## src/design/regulator_pkg.sv

```systemverilog
package regulator_pkg;

  // register offsets, byte addressed on the 8-bit register port
  localparam logic [7:0] ADDR_CONTROL       = 8'h01;
  localparam logic [7:0] ADDR_STATUS        = 8'h02;
  localparam logic [7:0] ADDR_DEVICE_ID     = 8'h03;
  localparam logic [7:0] ADDR_FIRST_TARGET  = 8'h04;
  localparam logic [7:0] ADDR_SECOND_TARGET = 8'h05;

  // reset values
  localparam logic [7:0] CONTROL_RESET       = 8'h20;
  localparam logic [6:0] FIRST_TARGET_RESET  = 7'h3C;
  localparam logic [6:0] SECOND_TARGET_RESET = 7'h42;

  // control register field positions
  localparam int RANGE_BIT      = 6;
  localparam int ENABLE_BIT     = 5;
  localparam int AUDIO_BAND_BIT = 4;
  localparam int FORCED_PWM_BIT = 3;
  localparam int RAMP_PWM_BIT   = 2;
  localparam int SLEW_MSB       = 1;
  localparam int SLEW_LSB       = 0;

  // status register field positions
  localparam int NOT_GOOD_BIT = 0;
  localparam int OVERTEMP_BIT = 1;

  // voltage scale
  localparam int STEP_MV      = 25;
  localparam int LOW_BASE_MV  = 1800;
  localparam int HIGH_BASE_MV = 2025;

  // clock and ramp pacing
  localparam int CLK_FREQ_MHZ    = 25;
  localparam int RATE0_MV_PER_MS = 1000;
  localparam int RATE1_MV_PER_MS = 2500;
  localparam int RATE2_MV_PER_MS = 5000;
  localparam int RATE3_MV_PER_MS = 10000;
  localparam int STEP0_NS        = STEP_MV * 1000000 / RATE0_MV_PER_MS;
  localparam int STEP1_NS        = STEP_MV * 1000000 / RATE1_MV_PER_MS;
  localparam int STEP2_NS        = STEP_MV * 1000000 / RATE2_MV_PER_MS;
  localparam int STEP3_NS        = STEP_MV * 1000000 / RATE3_MV_PER_MS;
  localparam int STEP0_CYC       = STEP0_NS * CLK_FREQ_MHZ / 1000;
  localparam int STEP1_CYC       = STEP1_NS * CLK_FREQ_MHZ / 1000;
  localparam int STEP2_CYC       = STEP2_NS * CLK_FREQ_MHZ / 1000;
  localparam int STEP3_CYC       = STEP3_NS * CLK_FREQ_MHZ / 1000;

  // soft start pacing of the current limit
  localparam int SOFT_STEP_NS  = 5000;
  localparam int SOFT_STEP_CYC = (SOFT_STEP_NS * CLK_FREQ_MHZ + 999) / 1000;
  localparam int LIMIT_W       = 3;

  // pins from the analog side and the package pins
  typedef struct packed {
    logic en;
    logic target_sel;
    logic supply_low;
    logic vin_over;
    logic temp_above_hi;
    logic temp_below_lo;
    logic out_above_hi;
    logic out_below_lo;
  } pins_s;

  typedef struct packed {
    logic [7:0]         control;
    logic [6:0]         first_code;
    logic [6:0]         second_code;
    logic               overtemp_flag;
    logic               output_not_good_flag;
    pins_s              sync1;
    pins_s              sync2;
    pins_s              sync3;
    pins_s              filt;
    logic               hot;
    logic               power_good;
    logic               pg_seen;
    logic [LIMIT_W-1:0] limit_level;
    logic [7:0]         soft_cnt;
    logic               soft_done;
    logic [6:0]         present_code;
    logic [9:0]         step_cnt;
    logic [12:0]        present_mv;
    logic [7:0]         rdata;
    logic               shutdown;
    logic               discharge;
    logic               out_enable;
    logic               load_disconnect;
    logic               switch_enable;
    logic               forced_pwm;
    logic               ramping;
  } state_s;

endpackage : regulator_pkg

```

## src/design/regulator_control.sv

```systemverilog
// Function
// - forced PWM bit clear: automatic choice between PWM and light-load skip mode.
// - forced PWM bit set: PWM always, skip mode never entered.
// - forced PWM ignored until power good has been reached once after turn-on.
// - enable pin low: shutdown with output discharge, regardless of enable bit.
// - enable pin high: enable bit 5 chooses interface-only/Hi-Z or fully active.
// - low supply lockout disables the device.
// - at turn-on the current limit rises gradually to maximum; that is soft start.
// - range bit selects 1.8-4.975 V or 2.025-5.2 V spans, 25 mV resolution.
// - voltage equals 7-bit active code times 25 mV plus range base.
// - select pin low picks first target code, high picks second.
// - regulated level moves toward differing target in 25 mV steps.
// - 2-bit slew field picks one of four ramp rates, 1 to 10 V/ms.
// - slew encoding: 00 1 V/ms, 01 2.5, 10 5, 11 10 V/ms.
// - ramp starts on select pin change or new value in active target.
// - target change before soft start ends is adopted at once, no ramp.
// - ramp PWM bit set: forced PWM for whole ramp duration.
// - ramp PWM function is control register bit 2.
// - switching stops while input above 5.7 V, resumes when below.
// - converter off above 155 C, back on below 135 C.
// - overtemperature detection sets the overtemp flag.
// - status read clears overtemp flag only when below 135 C.
// - power good set above 95 percent, withdrawn below 90 percent.
// - power not good sets the not-good flag; status read clears it while good.
// - shut down means input disconnected from output both ways.
//
// The implementer's own choices: the address map and strobed register access.
module regulator_control
  import regulator_pkg::*;
#(
  parameter logic [7:0] DEVICE_ID    = 8'hA5, // arbitrary value
  parameter int         LIMIT_LEVELS = 8,
  parameter int         SOFT_CYC     = SOFT_STEP_CYC
) (
  // clock and reset
  input  wire logic              CLK,
  input  wire logic              RESET,
  // register port
  input  wire logic [7:0]        ADDR,
  input  wire logic [7:0]        WDATA,
  input  wire logic              WR_STB,
  input  wire logic              RD_STB,
  output logic      [7:0]        RDATA,
  // package pins
  input  wire logic              EN_PIN,
  input  wire logic              TARGET_SELECT_PIN,
  // analog indications
  input  wire logic              LOW_SUPPLY_LOCKOUT,
  input  wire logic              INPUT_OVERVOLTAGE_STOP,
  input  wire logic              TEMP_ABOVE_155,
  input  wire logic              TEMP_BELOW_135,
  input  wire logic              OUT_ABOVE_95PCT,
  input  wire logic              OUT_BELOW_90PCT,
  // power stage control
  output logic                   SHUTDOWN,
  output logic                   OUTPUT_DISCHARGE,
  output logic                   OUTPUT_ENABLE,
  output logic                   LOAD_DISCONNECT,
  output logic                   SWITCH_ENABLE,
  output logic                   FORCED_PWM,
  output logic                   LIGHT_LOAD_SKIP_MODE,
  output logic [LIMIT_W-1:0]     CURRENT_LIMIT_LEVEL,
  output logic                   SOFT_START_DONE,
  output logic                   POWER_GOOD,
  output logic                   RAMPING,
  output logic [6:0]             REGULATED_CODE,
  output logic                   RANGE_HIGH,
  output logic [12:0]            REGULATED_MV,
  output logic                   AUDIO_BAND_ENABLE
);

  // refuse settings the counters cannot hold
  if (LIMIT_LEVELS < 2 || LIMIT_LEVELS > (1 << LIMIT_W)) begin : g_chk_levels
    $error("LIMIT_LEVELS out of range");
  end
  if (SOFT_CYC < 1 || SOFT_CYC > 256) begin : g_chk_soft
    $error("SOFT_CYC out of range");
  end

  localparam logic [LIMIT_W-1:0] LIMIT_TOP = LIMIT_W'(LIMIT_LEVELS - 1);
  localparam logic [7:0]         SOFT_TOP  = 8'(SOFT_CYC - 1);

  // cycles per 25 mV step for each slew code
  function automatic logic [9:0] step_cycles(input logic [1:0] slew);
    logic [9:0] c;
    c = 10'(STEP0_CYC);
    case (slew)
      2'h0:    c = 10'(STEP0_CYC);
      2'h1:    c = 10'(STEP1_CYC);
      2'h2:    c = 10'(STEP2_CYC);
      2'h3:    c = 10'(STEP3_CYC);
      default: c = 10'(STEP0_CYC);
    endcase
    return c;
  endfunction : step_cycles

  // millivolts from code and range
  function automatic logic [12:0] code_to_mv(input logic [6:0] code, input logic high);
    int base;
    base = high ? HIGH_BASE_MV : LOW_BASE_MV;
    return 13'(int'(code) * STEP_MV + base);
  endfunction : code_to_mv

  state_s st_r;
  state_s st_nxt;

  pins_s       pins_in;
  logic [7:0]  agree;
  logic        conv_on;
  logic [6:0]  target_code;
  logic        ramp_now;
  logic        forced_now;
  logic        status_rd;
  logic [7:0]  status_val;
  logic [9:0]  step_top;

  // gather pins into one carrier
  assign pins_in = '{en:            EN_PIN,
                     target_sel:    TARGET_SELECT_PIN,
                     supply_low:    LOW_SUPPLY_LOCKOUT,
                     vin_over:      INPUT_OVERVOLTAGE_STOP,
                     temp_above_hi: TEMP_ABOVE_155,
                     temp_below_lo: TEMP_BELOW_135,
                     out_above_hi:  OUT_ABOVE_95PCT,
                     out_below_lo:  OUT_BELOW_90PCT};

  // next state
  always_comb begin
    st_nxt = st_r;
    st_nxt.rdata = 8'h00;

    // three-stage synchroniser; a level counts once stages two and three agree
    st_nxt.sync1 = pins_in;
    st_nxt.sync2 = st_r.sync1;
    st_nxt.sync3 = st_r.sync2;
    agree        = ~(st_r.sync2 ^ st_r.sync3);
    st_nxt.filt  = (st_r.filt & ~agree) | (st_r.sync3 & agree);

    // thermal hysteresis between the two comparators
    if (st_r.filt.temp_above_hi) begin
      st_nxt.hot = 1'b1;
    end else if (st_r.filt.temp_below_lo) begin
      st_nxt.hot = 1'b0;
    end

    // converter runs only with pin, bit, supply and temperature all good
    conv_on = st_r.filt.en & ~st_r.filt.supply_low & st_r.control[ENABLE_BIT] & ~st_r.hot;

    // power good with hysteresis; meaningless while the converter is off
    if (!conv_on) begin
      st_nxt.power_good = 1'b0;
    end else if (st_r.filt.out_above_hi) begin
      st_nxt.power_good = 1'b1;
    end else if (st_r.filt.out_below_lo) begin
      st_nxt.power_good = 1'b0;
    end

    // first power good since turn-on unlocks forced PWM
    if (!conv_on) begin
      st_nxt.pg_seen = 1'b0;
    end else if (st_r.power_good) begin
      st_nxt.pg_seen = 1'b1;
    end

    // soft start: current limit climbs one level per pacing period
    if (!conv_on) begin
      st_nxt.limit_level = '0;
      st_nxt.soft_cnt    = 8'h00;
      st_nxt.soft_done   = 1'b0;
    end else if (!st_r.soft_done) begin
      if (st_r.soft_cnt == SOFT_TOP) begin
        st_nxt.soft_cnt = 8'h00;
        if (st_r.limit_level == LIMIT_TOP) begin
          st_nxt.soft_done = 1'b1;
        end else begin
          st_nxt.limit_level = st_r.limit_level + 1'b1;
        end
      end else begin
        st_nxt.soft_cnt = st_r.soft_cnt + 8'h01;
      end
    end

    // active target follows the select pin
    target_code = st_r.filt.target_sel ? st_r.second_code : st_r.first_code;
    step_top    = step_cycles(st_r.control[SLEW_MSB:SLEW_LSB]) - 10'h001;

    // a ramp is simply a present code that differs from the target, so a
    // pin toggle or a new active code starts one and a change mid-ramp
    // carries on from the present level
    ramp_now = st_r.soft_done & (st_r.present_code != target_code);
    if (!st_r.soft_done) begin
      st_nxt.present_code = target_code;
      st_nxt.step_cnt     = 10'h000;
    end else if (ramp_now) begin
      if (st_r.step_cnt >= step_top) begin
        st_nxt.step_cnt = 10'h000;
        if (target_code > st_r.present_code) begin
          st_nxt.present_code = st_r.present_code + 7'h01;
        end else begin
          st_nxt.present_code = st_r.present_code - 7'h01;
        end
      end else begin
        st_nxt.step_cnt = st_r.step_cnt + 10'h001;
      end
    end else begin
      st_nxt.step_cnt = 10'h000;
    end

    // range changes take effect at once; software should avoid them live
    st_nxt.present_mv = code_to_mv(st_r.present_code, st_r.control[RANGE_BIT]);

    // mode choice: forced bit after first power good, or ramp PWM while ramping
    forced_now = (st_r.control[FORCED_PWM_BIT] & st_r.pg_seen) | (st_r.control[RAMP_PWM_BIT] & ramp_now);

    // power stage outputs
    st_nxt.shutdown        = ~st_r.filt.en | st_r.filt.supply_low;
    st_nxt.discharge       = ~st_r.filt.en;
    st_nxt.out_enable      = conv_on;
    st_nxt.load_disconnect = ~conv_on;
    st_nxt.switch_enable   = conv_on & ~st_r.filt.vin_over;
    st_nxt.forced_pwm      = forced_now;
    st_nxt.ramping         = ramp_now;

    // status value as seen before any clear
    status_val               = 8'h00;
    status_val[OVERTEMP_BIT] = st_r.overtemp_flag;
    status_val[NOT_GOOD_BIT] = st_r.output_not_good_flag;
    status_rd                = RD_STB & (ADDR == ADDR_STATUS);

    // sticky flags; a set in the cycle of a read wins over the clear
    st_nxt.overtemp_flag = st_r.hot | (st_r.overtemp_flag & ~(status_rd & ~st_r.hot));
    st_nxt.output_not_good_flag = (conv_on & ~st_r.power_good) |
                                  (st_r.output_not_good_flag & ~(status_rd & st_r.power_good));

    // register writes; status and identity are read-only
    if (WR_STB) begin
      case (ADDR)
        ADDR_CONTROL:       st_nxt.control     = WDATA;
        ADDR_FIRST_TARGET:  st_nxt.first_code  = WDATA[6:0];
        ADDR_SECOND_TARGET: st_nxt.second_code = WDATA[6:0];
        default:            st_nxt.control     = st_r.control;
      endcase
    end

    // register reads, answered in the next cycle only; unmapped reads zero
    if (RD_STB) begin
      case (ADDR)
        ADDR_CONTROL:       st_nxt.rdata = st_r.control;
        ADDR_STATUS:        st_nxt.rdata = status_val;
        ADDR_DEVICE_ID:     st_nxt.rdata = DEVICE_ID;
        ADDR_FIRST_TARGET:  st_nxt.rdata = {1'b0, st_r.first_code};
        ADDR_SECOND_TARGET: st_nxt.rdata = {1'b0, st_r.second_code};
        default:            st_nxt.rdata = 8'h00;
      endcase
    end
  end

  // state register; pins reset to the safe shut-down reading
  always_ff @(posedge CLK) begin
    if (RESET) begin
      st_r                 <= '0;
      st_r.control         <= CONTROL_RESET;
      st_r.first_code      <= FIRST_TARGET_RESET;
      st_r.second_code     <= SECOND_TARGET_RESET;
      st_r.present_code    <= FIRST_TARGET_RESET;
      st_r.shutdown        <= 1'b1;
      st_r.discharge       <= 1'b1;
      st_r.load_disconnect <= 1'b1;
    end else begin
      st_r <= st_nxt;
    end
  end

  // outputs straight from the state register
  assign RDATA                = st_r.rdata;
  assign SHUTDOWN             = st_r.shutdown;
  assign OUTPUT_DISCHARGE     = st_r.discharge;
  assign OUTPUT_ENABLE        = st_r.out_enable;
  assign LOAD_DISCONNECT      = st_r.load_disconnect;
  assign SWITCH_ENABLE        = st_r.switch_enable;
  assign FORCED_PWM           = st_r.forced_pwm;
  assign LIGHT_LOAD_SKIP_MODE = ~st_r.forced_pwm;
  assign CURRENT_LIMIT_LEVEL  = st_r.limit_level;
  assign SOFT_START_DONE      = st_r.soft_done;
  assign POWER_GOOD           = st_r.power_good;
  assign RAMPING              = st_r.ramping;
  assign REGULATED_CODE       = st_r.present_code;
  assign RANGE_HIGH           = st_r.control[RANGE_BIT];
  assign REGULATED_MV         = st_r.present_mv;
  assign AUDIO_BAND_ENABLE    = st_r.control[AUDIO_BAND_BIT];

endmodule : regulator_control

```

## config.mk

```make
export PLATFORM = sky130hd
export DESIGN_NAME = regulator_control
export DESIGN_NICKNAME = d
export VERILOG_FILES = /design/src/design/regulator_pkg.sv /design/src/design/regulator_control.sv
export SDC_FILE = /design/constraint.sdc
export NUM_CORES = 1
export LEC_CHECK = 0
export BUFFER_PORTS_ARGS = -buffer_cell sky130_fd_sc_hd__buf_4
export CAP_MARGIN = 20
export CORE_ASPECT_RATIO = 1.4
export CORE_MARGIN = 3
export CORE_UTILIZATION = 45
export CTS_CLUSTER_DIAMETER = 150
export DETAILED_ROUTE_END_ITERATION = 8
export GPL_ROUTABILITY_DRIVEN = 0
export PLACE_DENSITY = 0.72
export SLEW_MARGIN = 10
export SYNTH_ARGS = -nofsm -noshare
export SYNTH_HDL_FRONTEND = slang
export SYNTH_SLANG_ARGS = --single-unit
```

## constraint.sdc

```tcl
create_clock -name CLK -period 3.9 [get_ports CLK]
set_input_delay 0.39 -clock CLK [delete_from_list [all_inputs] [get_ports CLK]]
set_output_delay 0.39 -clock CLK [all_outputs]
set_load 0.005 [all_outputs]
```

[Word level (Yosys, flattened, before mapping)]
Cells that the tools add are included.
Cells by class
  add/sub/neg operators: 7
  $mul: 1
  reduce and logical (&&, ||, !) cells: 11
  multiplexer cells: 18
  bitwise gates (word level): 36
  equality and inequality tests: 13
  order comparisons: 2
Operators with widths (count)
  one-hot mux 10 bit (4 select lines): 1
  one-hot mux 8 bit (5 select lines): 1
  2-to-1 mux 7 bit: 4
  2-to-1 mux 10 bit: 2
  2-to-1 mux 17 bit: 1
  AND 8 bit: 2
  == test 8 x 2 -> 1 bit (second input constant): 2
  == test 8 x 3 -> 1 bit (second input constant): 2
  2-to-1 mux 8 bit: 2
  NOT 8 bit: 2
  adder 12 x 11 -> 13 bit: 1
  AND 1 bit: 13
  NOT 1 bit: 13
  multiplier 7 x 5 -> 12 bit (second input constant): 1
  adder 10 x 1 -> 10 bit (second input constant): 1
  greater-or-equal comparator 10 bit: 1
  subtractor 10 x 1 -> 10 bit (second input constant): 1
  adder 8 x 1 -> 8 bit (second input constant): 1
  == test 8 x 1 -> 1 bit (second input constant): 1
  == test 8 x 7 -> 1 bit (second input constant): 1
  bitwise OR 8 bit: 1
  AND reduction 2 bit: 4
  bitwise XOR 8 bit: 1
  adder 7 x 1 -> 7 bit (second input constant): 1
  other kinds (15): 28
Word-level totals
  output and inout port bits: 43
  word-level logic and storage cells: 142
  bits in registers: 116
  input port bits: 28

[Depth between registers and ports, before layout]
  depth after elaboration: 7
  gate-level depth with buffers: 13
  depth with buffers taken out: 12

[Worst setup path before layout]
OpenSTA, ideal clock, no wires.
  path kind: register -> register
  start: reg (tool-made name)
  end: reg st_r (netlist bit REGULATED_CODE[6])
  setup slack: 0.291 ns
  period minus slack after synthesis: 3.609 ns
  required time: 3.809 ns
  arrival: 3.518 ns
  setup time: 0.091 ns
  stages on the path, launching flop included: 14
  buffers on the path: 1
  path through: dfxtp_1 -> clkbuf_1 -> mux2_2 -> ha_1 -> a211oi_1 -> o21bai_1 -> o22ai_1 -> ha_1 -> a211oi_1 -> o21ai_0 -> a21oi_1 -> xor2_1 -> or3_1 -> a311oi_1
RTL lines
  end signal, assigned: line regulator_control.sv:270  | st_r <= st_nxt;
  end, declared: line regulator_control.sv:104  | state_s st_r;

==> metrics.cfg <==
[routing]
vias = 4436
remaining_drc_errors = 0
drtIter0Drc = 175
wire_per_inst_um = 14.5
dr.pass1.iters = 4
viasPerCell = 5.31
routed_wl_mm = 12.1
antenna_left = 0

[placement]
dpl_cell_area_sq_um = 6190
port_buffers = 70
dp.cells = 804
dpl.hpwl_mm = 8.77

[setup_path]
cp.arrival_ns = 3.84
cp-start-kind = flip-flop
crit_required_ns = 4.22
crit_fanout = 9
crit_type = flip-flop to flip-flop
end_kind = flip-flop

[synthesis]
ys_seq_area_frac = 0.404
synth_top_area_frac = 0.404
yosys.area.top_type = dfxtp_1
synth_area_leaders = dfxtp_1 (40%), ha_1 (12%), nor2_1 (4.3%)
synthDistinctLibCells = 55
ys_async_sr_fraction = 0
yosysWarningCount = 0
synth_cells = 629
synth_ff_type = dfxtp_1
yosysMostFrequentCell = dfxtp_1
syn_area_sq_um = 5750
syn_area_per_cell_sq_um = 9.15
synth-edff-count = 0
yosys-top-cells-count = dfxtp_1 (116), nor2_1 (66), ha_1 (53)
syn-num-nets = 717
ys_ff_latch = 116

[sta]
relSlewSlack = 0.449
fmax_mhz = 284
drv_slew = 0
finClkSkew_ns = 0.0100
tightest_slew_ns = 0.826
fin_crit_ns = 3.52
timing.final.crit_share = 0.902
setup_tns_ns = 0
rsz0062_at_grt = no
whs_ns = 0.191
hold_violations = 0
finalSetupViolCount = 0

[job]
maxCapViolCount = 0

[global_routing]
antenna_found_initial = 0
grt_max_degree = 88
grt.total_usage = 0.180
grt_pass1_vias = 4426
grt_pass1_wl_mm = 20.5
grt_overflow_total = 0

[finish]
fin_util = 0.550
layout-drive-gt1-share = 0.177
regArea_sq_um = 2320
fin_area_sq_um = 6840
nFillCells = 1115
syn2layout_area_growth_pct = 18.8
antenna_cells = 0
final_cells = 835
final_nets = 761
multiInputGateArea_sq_um = 2990

[floorplanning]
die_area_sq_um = 14200
start_util = 0.463
rows = 48
core_sq_um = 12400
die_h_um = 140
die_x_um = 102
io_pins = 71

[cts]
root_buffer = clkbuf_16
clkLatencyLatePin_ns = 0.41
cts-buffers-inserted = 17
cts_buffer_depth = 2
path_clk_slew_ns = 0.06
hold_buffers = 0
cts_tree = yes
cts.sink_count = 116
cts_setup_buffers = 0
h-tree-depth = 4

[power]
ir_drop_mv = 0.271
power.leakage_nw = 2.90
p_per_area_nw_per_um2 = 438

[min_path]
hp-class = primary input to flip-flop
worstHoldStart = INPUT_OVERVOLTAGE_STOP

[outcome]
status = finished clean

-- registers in the layout, indices dropped and copies added, names as in the netlist, 3 cells and up, named ones only --
register and cells:
st_nxt 16, CURRENT_LIMIT_LEVEL 3, st_r 50, RDATA 8, REGULATED_CODE 7, REGULATED_MV 13
-- what timing repair did --
action / in CTS / in global routing
hold endpoints to repair: 0 / 0
gates resized for setup: 0 / 2
setup endpoints to repair: 0 / 1
-- where the power goes --
group	total, W	internal, W	switching (W)
Sequential	0.00121	0.00120	0.00000712
Clock	0.00167	0.00112	0.000550
Combinational	0.000112	0.0000525	0.0000594
-- routing by layer --
layer	up-vias	wire length, um	part of all wire	global-route usage
met3	30	623	0.051	0.0527
met1	2093	4970	0.41	0.208
met2	105	6180	0.51	0.301
met5	-	0	0	0
li1	2208	-	-	-
met4	0	335	0.028	0.0840
-- final cells by class --
cell class	count	area share
multi-input combinational	426	0.437
clock inverter	11	0.0254
timing repair buffer	74	0.0813
tap	150	0.0275
inverter	38	0.0209
clock buffer	20	0.0683
sequential	116	0.340
-- critical path, stage by stage (launching register included) --
cell and delay (ns):
dfxtp_2 0.43, mux2_2 0.38, ha_1 0.31, nand4_1 0.16
a21oi_1 0.19, o22ai_2 0.15, fa_1 0.44, a211oi_1 0.32
o21ai_0 0.17, a21oi_1 0.20, xor2_1 0.09, or3_1 0.34
a311oi_1 0.25
-- layout by cell type, fill, tap and decap left out, types with 6 or more instances in the layout --
cell and count:
dfxtp_1 115, nor2_1 66, fa_1 7, xor2_1 15
mux2i_1 12, inv_1 37, nand3_1 15, ha_1 53
a21oi_1 40, a211oi_1 7, buf_4 74, o21ai_0 24
nand4_1 6, nor3_1 13, nand2_1 40, a22oi_1 7
xnor2_1 13, mux2_2 9, clkbuf_16 17, a211o_1 7
nor2b_1 36
-- path summary, 6_finish.rpt --
path | end | slack (ns) | cells after the start
hold / removal | st_nxt[80] | 0.19 | 2
setup / recovery | REGULATED_CODE[6] | 0.38 | 12
hold reg to reg | SWITCH_ENABLE | 0.41 | 1
setup reg to reg | REGULATED_CODE[6] | 0.38 | 12
-- kinds of logic after synthesis --
kind of cell	after synthesis	synth area share
compound gates	111	0.123
xor+xnor	28	0.0426
fa+ha+maj	60	0.140
buf+inv	87	0.0785
flops	116	0.404
mux	21	0.0385
other cells	1	0.000652
simple gates	205	0.174
-- through the flow --
stage | setup WS [ns] | power [W]
3_3_place_gp | 0.428 | 0.00134
3_5_place_dp | 0.190 | 0.00135
2_1_floorplan | 0.291 | 0.00130
6_report | 0.380 | 0.00299
5_1_grt | 0.0558 | 0.00310
4_1_cts | 0.180 | 0.00302
(Power assumes the default switching activity.)
